## src/rtl/psf_pkg.sv

```systemverilog
// Purpose: Constants for the processor status flag block
// Assumes: 16-bit status word, flag positions fixed
// Notes:   Shared by the flag register and its users
package psf_pkg;

  // ----------------------------------------
  // Status word layout
  // ----------------------------------------
  localparam int unsigned WORD_W       = 16;
  localparam int unsigned BIT_CARRY    = 0;
  localparam int unsigned BIT_PARITY   = 2;
  localparam int unsigned BIT_AUX      = 4;
  localparam int unsigned BIT_ZERO     = 6;
  localparam int unsigned BIT_SIGN     = 7;
  localparam int unsigned BIT_TRAP     = 8;
  localparam int unsigned BIT_IEN      = 9;
  localparam int unsigned BIT_DIR      = 10;
  localparam int unsigned BIT_OVF      = 11;
  localparam int unsigned LOW_BYTE_W   = 8;

  // Writable bits of the word; the rest read as zero
  localparam logic [15:0] FLAGS_MASK   = 16'h0FD5;
  // Bits carried by the high accumulator byte transfer
  localparam logic [7:0]  ACC_MASK     = 8'hD5;
  localparam logic [15:0] FLAGS_RESET  = 16'h0000;

  // ----------------------------------------
  // Update selects per result flag, one bit each
  // ----------------------------------------
  localparam int unsigned UPD_W        = 6;
  localparam int unsigned UPD_CARRY    = 0;
  localparam int unsigned UPD_PARITY   = 1;
  localparam int unsigned UPD_AUX      = 2;
  localparam int unsigned UPD_ZERO     = 3;
  localparam int unsigned UPD_SIGN     = 4;
  localparam int unsigned UPD_OVF      = 5;

  // ----------------------------------------
  // Byte and word transfer commands, plus control bit writes
  // ----------------------------------------
  typedef enum logic [2:0] {
    PSF_CMD_NONE     = 3'h0,
    PSF_CMD_TO_ACC   = 3'h1,
    PSF_CMD_FROM_ACC = 3'h2,
    PSF_CMD_PUSH     = 3'h3,
    PSF_CMD_POP      = 3'h4,
    PSF_CMD_CTRL     = 3'h5
  } psf_cmd_t;

endpackage : psf_pkg

```

## src/rtl/psf_flags.sv

```systemverilog
// Purpose: Processor status word with result and control flags
// Assumes: Datapath and sequencer share sys_clk_i; inputs are synchronous
// Notes:   Flag results are registered; outputs come straight from flops
//
// Behaviour
// (RQ1) Status word is one 16-bit register
// (RQ2) Bit 0 set on high-order carry/borrow
// (RQ3) Bit 2 set for even ones in low byte
// (RQ4) Bit 4 set on carry/borrow at nibble
// (RQ5) Bit 6 set when result is zero
// (RQ6) Bit 7 copies result top bit
// (RQ7) Bit 8 traps after next instruction
// (RQ8) Taking single-step trap clears bit 8
// (RQ9) Bit 9 gates maskable interrupt requests
// (RQ10) Bit 10 selects index decrement or increment
// (RQ11) Bit 11 set on signed overflow
// (RQ12) Flags move to/from high accumulator byte
// (RQ13) Whole word pushed to and popped from stack
// (RQ14) Only defined flags change per operation
`timescale 1ns/100ps
module psf_flags
  import psf_pkg::*;
(
  input  wire logic        sys_clk_i,
  input  wire logic        rstn_i,
  // Arithmetic/logic result
  input  wire logic        alu_valid_i,
  input  wire logic        alu_word_i,
  input  wire logic [15:0] alu_result_i,
  input  wire logic        alu_carry_i,
  input  wire logic        alu_aux_i,
  input  wire logic        alu_ovf_i,
  input  wire logic [5:0]  alu_upd_i,
  // Byte/word transfers and control bit writes
  input  wire psf_cmd_t    cmd_i,
  input  wire logic [7:0]  high_accumulator_byte_i,
  input  wire logic [15:0] stack_word_i,
  input  wire logic [15:0] ctrl_set_i,
  input  wire logic [15:0] ctrl_clr_i,
  // Sequencing
  input  wire logic        insn_done_i,
  input  wire logic        trap_taken_i,
  input  wire logic        irq_req_i,
  // Outputs
  output logic [15:0]      processor_flags_word_o,
  output logic [7:0]       high_accumulator_byte_o,
  output logic             trap_req_o,
  output logic             irq_accept_o,
  output logic             index_dec_o
);

  // ----------------------------------------
  // Flag evaluation
  // ----------------------------------------
  logic [15:0] processor_flags_word_q;
  logic [15:0] processor_flags_word_d;
  logic [7:0]  high_acc_q;
  logic        trap_armed_q;
  logic        trap_req_q;
  logic        irq_accept_q;

  function automatic logic even_parity(input logic [7:0] v);
    even_parity = ~^v;
  endfunction : even_parity

  function automatic logic [15:0] pick(input logic [15:0] cur, input int unsigned pos,
                                       input logic en, input logic val);
    logic [15:0] r;
    r = cur;
    if (en) begin
      r[pos] = val;
    end
    pick = r;
  endfunction : pick

  always_comb begin
    processor_flags_word_d = processor_flags_word_q;
    if (alu_valid_i) begin
      // Untouched bits hold their value
      processor_flags_word_d = pick(processor_flags_word_d, BIT_CARRY, alu_upd_i[UPD_CARRY],
                                    alu_carry_i); // RQ2 RQ14
      processor_flags_word_d = pick(processor_flags_word_d, BIT_PARITY, alu_upd_i[UPD_PARITY],
                                    even_parity(alu_result_i[LOW_BYTE_W-1:0])); // RQ3
      processor_flags_word_d = pick(processor_flags_word_d, BIT_AUX, alu_upd_i[UPD_AUX],
                                    alu_aux_i); // RQ4
      processor_flags_word_d = pick(processor_flags_word_d, BIT_ZERO, alu_upd_i[UPD_ZERO],
                                    alu_result_i == 16'h0000); // RQ5
      // Byte results arrive sign-extended, so the top bit is the sign
      processor_flags_word_d = pick(processor_flags_word_d, BIT_SIGN, alu_upd_i[UPD_SIGN],
                                    alu_result_i[WORD_W-1]); // RQ6
      processor_flags_word_d = pick(processor_flags_word_d, BIT_OVF, alu_upd_i[UPD_OVF],
                                    alu_ovf_i); // RQ11
    end
    unique case (cmd_i)
      PSF_CMD_FROM_ACC: processor_flags_word_d[7:0] =
          (processor_flags_word_d[7:0] & ~ACC_MASK) | (high_accumulator_byte_i & ACC_MASK); // RQ12
      PSF_CMD_POP:      processor_flags_word_d = stack_word_i & FLAGS_MASK; // RQ13
      PSF_CMD_CTRL:     processor_flags_word_d = ((processor_flags_word_d & ~ctrl_clr_i) | ctrl_set_i)
                                                 & FLAGS_MASK;
      default:          processor_flags_word_d = processor_flags_word_d;
    endcase
    // Trap entry wins over any write in the same cycle
    if (trap_taken_i) begin
      processor_flags_word_d[BIT_TRAP] = 1'b0; // RQ8
    end
  end

  // ----------------------------------------
  // Status word register
  // ----------------------------------------
  always_ff @(posedge sys_clk_i or negedge rstn_i) begin
    if (!rstn_i) begin
      processor_flags_word_q <= FLAGS_RESET;
    end else begin
      processor_flags_word_q <= processor_flags_word_d; // RQ1
    end
  end

  always_ff @(posedge sys_clk_i or negedge rstn_i) begin
    if (!rstn_i) begin
      high_acc_q <= 8'h00;
    end else if (cmd_i == PSF_CMD_TO_ACC) begin
      high_acc_q <= processor_flags_word_q[7:0] & ACC_MASK; // RQ12
    end
  end

  // ----------------------------------------
  // Single-step trap
  // ----------------------------------------
  // Armed when an instruction starts with the bit set, so the instruction
  // that sets it is not itself trapped.
  always_ff @(posedge sys_clk_i or negedge rstn_i) begin
    if (!rstn_i) begin
      trap_armed_q <= 1'b0;
      trap_req_q   <= 1'b0;
    end else begin
      if (trap_taken_i) begin
        trap_req_q <= 1'b0; // RQ8
      end else if (insn_done_i && trap_armed_q) begin
        trap_req_q <= 1'b1; // RQ7
      end
      if (trap_taken_i) begin
        trap_armed_q <= 1'b0;
      end else if (insn_done_i) begin
        trap_armed_q <= processor_flags_word_q[BIT_TRAP]; // RQ7
      end
    end
  end

  // ----------------------------------------
  // Interrupt gate
  // ----------------------------------------
  always_ff @(posedge sys_clk_i or negedge rstn_i) begin
    if (!rstn_i) begin
      irq_accept_q <= 1'b0;
    end else begin
      irq_accept_q <= irq_req_i && processor_flags_word_q[BIT_IEN]; // RQ9
    end
  end

  assign processor_flags_word_o  = processor_flags_word_q; // RQ13
  assign high_accumulator_byte_o = high_acc_q;
  assign trap_req_o              = trap_req_q;
  assign irq_accept_o            = irq_accept_q;
  assign index_dec_o             = processor_flags_word_q[BIT_DIR]; // RQ10

endmodule : psf_flags

```

## config.mk

```make
export PLATFORM = sky130hd
export DESIGN_NAME = psf_flags
export DESIGN_NICKNAME = d
export VERILOG_FILES = /design/src/rtl/psf_pkg.sv /design/src/rtl/psf_flags.sv
export SDC_FILE = /design/constraint.sdc
export NUM_CORES = 1
export LEC_CHECK = 0
export ABC_AREA = 0
export CAP_MARGIN = 5
export CORE_MARGIN = 3
export CORE_UTILIZATION = 30
export CTS_CLUSTER_DIAMETER = 120
export CTS_CLUSTER_SIZE = 24
export DETAILED_ROUTE_END_ITERATION = 10
export DONT_BUFFER_PORTS = 1
export PLACE_DENSITY = 0.54
export SETUP_SLACK_MARGIN = 0.4
export SLEW_MARGIN = 40
export SYNTH_ARGS = -nofsm -noshare
export SYNTH_HDL_FRONTEND = slang
export SYNTH_SLANG_ARGS = --single-unit
```

## constraint.sdc

```tcl
create_clock -name sys_clk_i -period 1.25 [get_ports sys_clk_i]
set_input_delay 0.1875 -clock sys_clk_i [delete_from_list [all_inputs] [get_ports sys_clk_i]]
set_output_delay 0.1875 -clock sys_clk_i [all_outputs]
set_load 0.02 [all_outputs]
```

==> impl_results.md, run 1 <==
* Vias per cell at 5.36
* Synth top area share at around two fifths
* Layout filler cell count at roughly 380
* Worst-case clock buffer depth at 2
* Finished Cell Area at between 1500 and 2000 um2
* #FFs+latches synth at 20
* Endpoints failing hold at 0
* Initial core utilization at between 30 and 40%
* Async set-reset flop share out of synthesis at 100%
* Post-synth EDFFs at 0
* CTS Buf Count at 3
* Sw Share at 29.7%
* Diodes inserted at 0
* Largest net degree at the start of global routing at 21
* WL/cell at about 18 um
* Gate power share at between 20% and 30%
* Drt first-iter violations at 36
* Setup ws final at 0.129 ns
* Crit path buf inv count at 0
* Setup Viol. Count Final at 0
* Ys Warns at 0
* Antenna violations before repair at 0
* Clock power share at roughly 31%
* Top delay family on crit path: flip-flops
* Seq pwr share at between 40 and 50%
* CTS root buf: clkbuf_8
* Synth top area cells: dfrtp_1 (41%), mux2i_1 (4.9%), buf_4 (4.9%)
* Cell count after synthesis at approximately 130
* CP max stage cell: dfrtp_2
* Final WL at between 3000 and 4000 um
* Sink Count at 20
* Worst VDD drop at roughly 0.40 mV
* Clk slew on worst S/H paths at 0.08 ns
* DRC at 0
* Multi-input gate area at just under 800 um2
* Die Span Y at between 60 and 70 um
* Switching power at between 600 and 700 uW
* H-tree depth at 1
* Number of I/O pins at ~120
* First-pass GRT wire length at roughly 5300 um
* Crit end category: flip-flop
* LEAKAGE at between 0.0006 and 0.0007 uW
* Post-DRT Antenna Nets at 0
* Post-DP HPWL at ~2800 um
* CP Class: flip-flop to flip-flop
* Dpl ws at 0.0471 ns
* Predominant post-synthesis flop cell: dfrtp_1
* Setup TNS at 0 ns
* Gp weighted congestion at between 0.8 and 0.9
* Final Max Slew Viols at 0
* Internal at between 1000 and 1500 uW
* Final Cycle Share at about nine tenths
* Worst skew pair latency at ~0.26 ns
* Minimum clock period after layout at between 1 and 1.5 ns
* Fin nets at approximately 240
* CP Data Arrival Time at approximately 1.3 ns
* Dpl cells at between 150 and 200
* Via Count at 1023
* CP max FO at 2
* Netlist Area Pre-Place at 1230 um2
* Max cap viols at 0
* GRT Total Usage at a little over an eighth
* Die ar. at 4890 um2
* RSZ-0062 raised after global routing: true
* Rows at 22
* Non-Filler Instances at 191
* Highest clock rate at roughly 890 MHz
* HP Class: input pin to flip-flop
* Crit path launch type: flip-flop
* PwrDens at about 1300 nW/um2
* Yosys top cell by area: dfrtp_1
* CP required at 1.40 ns
* DP Area at 1400 um2
* Share of cells above drive strength 1 at a little under half
* Gr ovfl total at 0
* Yosys cell types at 37
* Mean area per synthesized cell at roughly 9.6 um2
* Area Growth Syn to Fin at 32.2%
* Core footprint at between 3000 and 4000 um2
* Outcome: finished, final reports clean
* Layout Skew at approximately 0.00018 ns
* Register Area at ~520 um2
* Die width at roughly 70 um
* Vias in the first global route at approximately 1000
* I/O Buffers at 0
* Max stage delay on crit path at around 0.38 ns
* Pre-Repair DR Iteration Count at 4
* Hold slack at 0.0509 ns
* Crit path cell chain: mux2i_2 -> or3_1 -> a32oi_1
* TritonCTS clock tree: built
* Post-synthesis sequential area ratio at between 40% and 50%
## repair_timing
item                       CTS  global route
setup endpoints to repair   34            33
resized for setup           18            11
buffers inserted             3             1
hold endpoints to repair    23            20
pin swaps                    4             2
hold buffers                 1             2
## power by group through the flow
| stage | clock network [uW] | logic, uW | registers (uW) |
|---|---|---|---|
| 2_1_floorplan | 0 | 331 | 950 |
| 3_3_place_gp | 0 | 395 | 943 |
| 3_5_place_dp | 0 | 406 | 946 |
| 4_1_cts | 668 | 449 | 950 |
| 5_1_grt | 696 | 556 | 967 |
| 6_report | 649 | 509 | 951 |
## Yosys cell counts, types with 2 or more instances
cell type  count
dfrtp_1       20
nand2_1       12
inv_1          9
buf_4          8
a21oi_1        7
mux2i_1        6
mux2_2         5
o21ai_0        5
a32oi_1        4
and2_1         4
ha_1           4
nor2_1         4
a2bb2oi_1      3
nand3_1        3
o21bai_1       3
or3_1          3
a22oi_1        2
buf_2          2
nand2b_1       2
nor2b_1        2
nor4b_1        2
o221ai_1       2
xor2_1         2
## flip-flops by register name, summed over array words and instances, names as in the netlist
| signal | count |
|---|---|
| high_accumulator_byte_o | 5 |
| trap_req_o | 1 |
| irq_accept_o | 1 |
| trap_armed_q | 1 |
| processor_flags_word_o | 12 |
## worst register-to-register path, delay by kind of cell, from the launching register on
kind	cells	cell delay, ns
AND/OR/NAND/NOR	1	0.31
flip-flops	1	0.38
multiplexers	1	0.08
AO/OA/AOI/OAI	1	0.25
## cell families after synthesis
family | count (synthesis) | share of synthesized area [%]
buffers and inverters | 21 | 9.08
AND/OR/NAND/NOR | 39 | 17.6
adder cells (fa/ha/maj) | 4 | 4.08
multiplexers | 11 | 9.49
XOR/XNOR | 3 | 2.14
AO/OA/AOI/OAI | 29 | 16.5
other | 1 | 0.306
flip-flops | 20 | 40.8
## layer usage
layer  vias to the layer above  track usage (%)  routed length, um
met2                        51             21.4               1720
met1                       502             17.1               1410
li1                        468                -                  -
met5                         -                0                  0
met3                         2             4.60                373
met4                         0             4.26                 18
## cells in the final DEF (no fill, tap or decap), drive strengths merged
cell type and n:
nor2 4, inv 10, nor4 1, and2b 1, a211oi 1, ha 4
nor2b 2, dlygate4sd3 2, and3 1, a22oi 2, o221ai 2, clkbuf 3
nor3b 1, mux2i 6, nor4b 2, a21bo 1, nand3 3, xnor2 1
or3b 1, a21oi 7, dfrtp 20, o21ai 5, nor3 2, nand2b 2
bufinv 1, o22a 1, and2 4, conb 7, or3 3, buf 14
a32oi 4, xor2 2, nand2 12, a2bb2oi 3, o21bai 3, mux2 5
## final timing paths
kind,startpoint,end,slack [ns],depth (start not counted)
max reg2reg,processor_flags_word_o[0]$_DFF_PN0_,processor_flags_word_o[0]$_DFF_PN0_,0.13,3
min in group asynchronous,rstn_i,trap_req_o$_DFFE_PN0P_,0.34,2
min reg2reg,trap_armed_q$_DFFE_PN0P_,trap_armed_q$_DFFE_PN0P_,0.53,2
max,processor_flags_word_o[0]$_DFF_PN0_,processor_flags_word_o[0]$_DFF_PN0_,0.13,3
max in group asynchronous,rstn_i,processor_flags_word_o[2]$_DFF_PN0_,0.76,2
min,irq_req_i,irq_accept_o$_DFF_PN0_,0.05,1
## per-stage QoR
step | utilization (%) | power, uW
floorplan | - | 1280
global placement | 36.7 | 1340
detailed placement | 36.7 | 1350
CTS | 40.3 | 2070
global route | 42.7 | 2220
finish | 42.7 | 2110
## area by class of cell
cell class              count  area share [%]
flip-flops and latches     20            32.3
clock inverters             1            1.85
clock buffers               3            2.55
multi-input cells          93            47.8
inverters                  10            2.62
well taps                  48            3.70
repair buffers             16            9.18
(Power assumes the default switching activity.)
==> inputs of run 2 (changes only) <==
--- a/config.mk
+++ b/config.mk
@@ -15,7 +15,7 @@
 export DONT_BUFFER_PORTS = 1
 export PLACE_DENSITY = 0.54
 export SETUP_SLACK_MARGIN = 0.4
-export SLEW_MARGIN = 40
+export SLEW_MARGIN = 5
 export SYNTH_ARGS = -nofsm -noshare
 export SYNTH_HDL_FRONTEND = slang
 export SYNTH_SLANG_ARGS = --single-unit
==> constraint.sdc (replaced) <==
create_clock -name sys_clk_i -period 1.25 [get_ports sys_clk_i]
set_input_delay 0.25 -clock sys_clk_i [delete_from_list [all_inputs] [get_ports sys_clk_i]]
set_output_delay 0.25 -clock sys_clk_i [all_outputs]
set_load 0.02 [all_outputs]
==> impl_results.md, run 2 (same netlist as run 1, synthesis figures left out) <==
* DRC at 0 (unchanged)
* CP max FO at 2 (unchanged)
* First-pass GRT wire length at 5530 um (+4.6%)
* Layout Skew at 0.000315 ns (+0.000131 ns)
* Worst-case clock buffer depth at 2 (unchanged)
* CP Class: flip-flop to flip-flop
* Die ar. at 4890 um2 (unchanged)
* Max cap viols at 0 (unchanged)
* Crit path launch type: flip-flop
* DP Area at 1400 um2 (+0.36%)
* Core footprint at 3800 um2 (unchanged)
* R2R Path End: processor_flags_word_o[4]$_DFF_PN0_
* Hold slack at -0.330 ns (-0.381 ns)
* TritonCTS clock tree: built
* PwrDens at 1320 nW/um2 (+1.3%)
* CTS Buf Count at 3 (unchanged)
* Violated checks: hold timing
* Share of cells above drive strength 1 at 46.4% (+0.97 points)
* Final Cycle Share at 85.9% (-3.8 points)
* Commonest cells after routing, fill and taps aside: dfrtp_2 (16), nand2_1 (12), buf_4 (11)
* Outcome: finished with violations
* RSZ-0062 raised after global routing: true
* Drt first-iter violations at 44 (+22%)
* Non-Filler Instances at 188 (-1.6%)
* Most common cell after layout, fill and taps aside: dfrtp_2
* Layout filler cell count at 363 (-4.2%)
* Endpoints failing hold at 20 (+20)
* CP required at 1.43 ns (+0.03 ns)
* CP Data Arrival Time at 1.26 ns (about the same)
* Area Growth Syn to Fin at 29.3%
* Fin nets at 236 (-1.3%)
* I/O Buffers at 0 (unchanged)
* Vias in the first global route at 1033 (+0.49%)
* Minimum clock period after layout at 1.07 ns (-0.0473 ns)
* R2R depth at 3 (unchanged)
* Highest clock rate at 932 MHz (+4.4%)
* Die width at 69.9 um (unchanged)
* Largest register FFs at 12 (unchanged)
* Die Span Y at 69.9 um (unchanged)
* Multi-input gate area at 786 um2 (+1.5%)
* Gp weighted congestion at 0.797 (-1.0%)
* Finished Cell Area at 1590 um2 (-2.2%)
* CTS root buf: clkbuf_8
* Gr ovfl total at 0 (unchanged)
* LEAKAGE at 0.000664 uW (-2.0%)
* Clk slew on worst S/H paths at 0.08 ns (about the same)
* R2R Path Start: processor_flags_word_o[4]$_DFF_PN0_
* Initial core utilization at 32.3% (unchanged)
* Post-DP HPWL at 2730 um (-1.5%)
* WL/cell at 18.7 um (+1.6%)
* Vias per cell at 5.38 (+0.50%)
* Diodes inserted at 0 (unchanged)
* Via Count at 1012 (-1.1%)
* Post-DRT Antenna Nets at 0 (unchanged)
* Crit end category: flip-flop
* Dpl cells at 179 (-0.56%)
* Final WL at 3520 um (about the same)
* Antenna violations before repair at 0 (unchanged)
* H-tree depth at 1 (unchanged)
* Sink Count at 20 (unchanged)
* GRT Total Usage at 14.5% (+1.1 points)
* Pre-Repair DR Iteration Count at 4 (unchanged)
* Worst VDD drop at 0.377 mV (-6.0%)
* HP Class: input pin to async pin
* Number of I/O pins at 118 (unchanged)
* Worst skew pair latency at 0.26 ns (about the same)
* Final Max Slew Viols at 0 (unchanged)
* Rows at 22 (unchanged)
* Register Area at 520 um2 (-0.72%)
* Setup Viol. Count Final at 0 (unchanged)
* Largest net degree at the start of global routing at 21 (unchanged)
* R2R Setup Slk at 0.18 ns (+0.05 ns)
==> run 2: changes by cell type in the layout (fill, tap and decap cells not counted), sizes merged <==
cell / delta
buf: -1
dlygate4sd3: -2
==> run 2: layout make-up <==
type                       instances  share of cell area [%]
inverter                          10                    2.68
tap                               48                    3.79
multi-input combinational         93                    49.6
sequential                        20                    32.8
clock buffer                       3                    2.60
clock inverter                     1                    1.89
timing repair buffer              13                    6.63
==> run 2: power by group <==
| group | total (uW) | internal (uW) | switching (uW) | leakage, uW |
|---|---|---|---|---|
| registers | 948 | 763 | 185 | 0.000229 |
| clock network | 655 | 428 | 228 | 0.0000357 |
| logic | 485 | 284 | 201 | 0.000399 |
==> run 2: how the worst max path moves through the flow <==
stage | slack [ns] | depth (start not counted) | startpoint | end
2_1_floorplan | 0.05 | 4 | cmd_i[2] | processor_flags_word_o[2]$_DFF_PN0_
3_3_place_gp | 0.003 | 6 | alu_result_i[2] | processor_flags_word_o[2]$_DFF_PN0_
4_1_cts | 0.18 | 3 | processor_flags_word_o[4]$_DFF_PN0_ | processor_flags_word_o[4]$_DFF_PN0_
6_report | 0.18 | 3 | processor_flags_word_o[4]$_DFF_PN0_ | processor_flags_word_o[4]$_DFF_PN0_
3_5_place_dp | -0.03 | 6 | alu_result_i[2] | processor_flags_word_o[2]$_DFF_PN0_
5_1_grt | 0.11 | 3 | processor_flags_word_o[4]$_DFF_PN0_ | processor_flags_word_o[4]$_DFF_PN0_
==> run 2: layer usage <==
layer | GRT usage (%) | part of all wire, %
met2 | 23.2 | 48
met4 | 6.38 | 2.2
met3 | 5.04 | 10
met1 | 17.7 | 39
met5 | 0 | 0
==> run 2: worst max-delay path: stages, from the launching register on <==
cell and delay, ns:
dfrtp_2 0.38, mux2i_2 0.08, or3_1 0.34, a32oi_1 0.19
==> run 2: timing repair <==
| action | in CTS | in global routing |
|---|---|---|
| endpoints found under the hold margin | 20 | 20 |
| resized for setup | 21 | 7 |
| buffers inserted | 4 | 1 |
| endpoints found under the setup margin | 34 | 33 |
| pin swaps | 5 | 3 |
==> run 2: stage by stage <==
step	power [uW]	worst slack, ns	util [%]	hold slack, ns	TNS, ns
after floorplan	1290	0.0544	-	-0.0456	0
after global placement	1340	0.00344	36.9	-0.0450	0
after detailed placement	1350	-0.0281	36.9	-0.0451	-0.0281
after CTS	2080	0.179	40.6	-0.334	0
after global routing	2190	0.114	41.7	-0.349	0
final	2090	0.177	41.7	-0.330	0
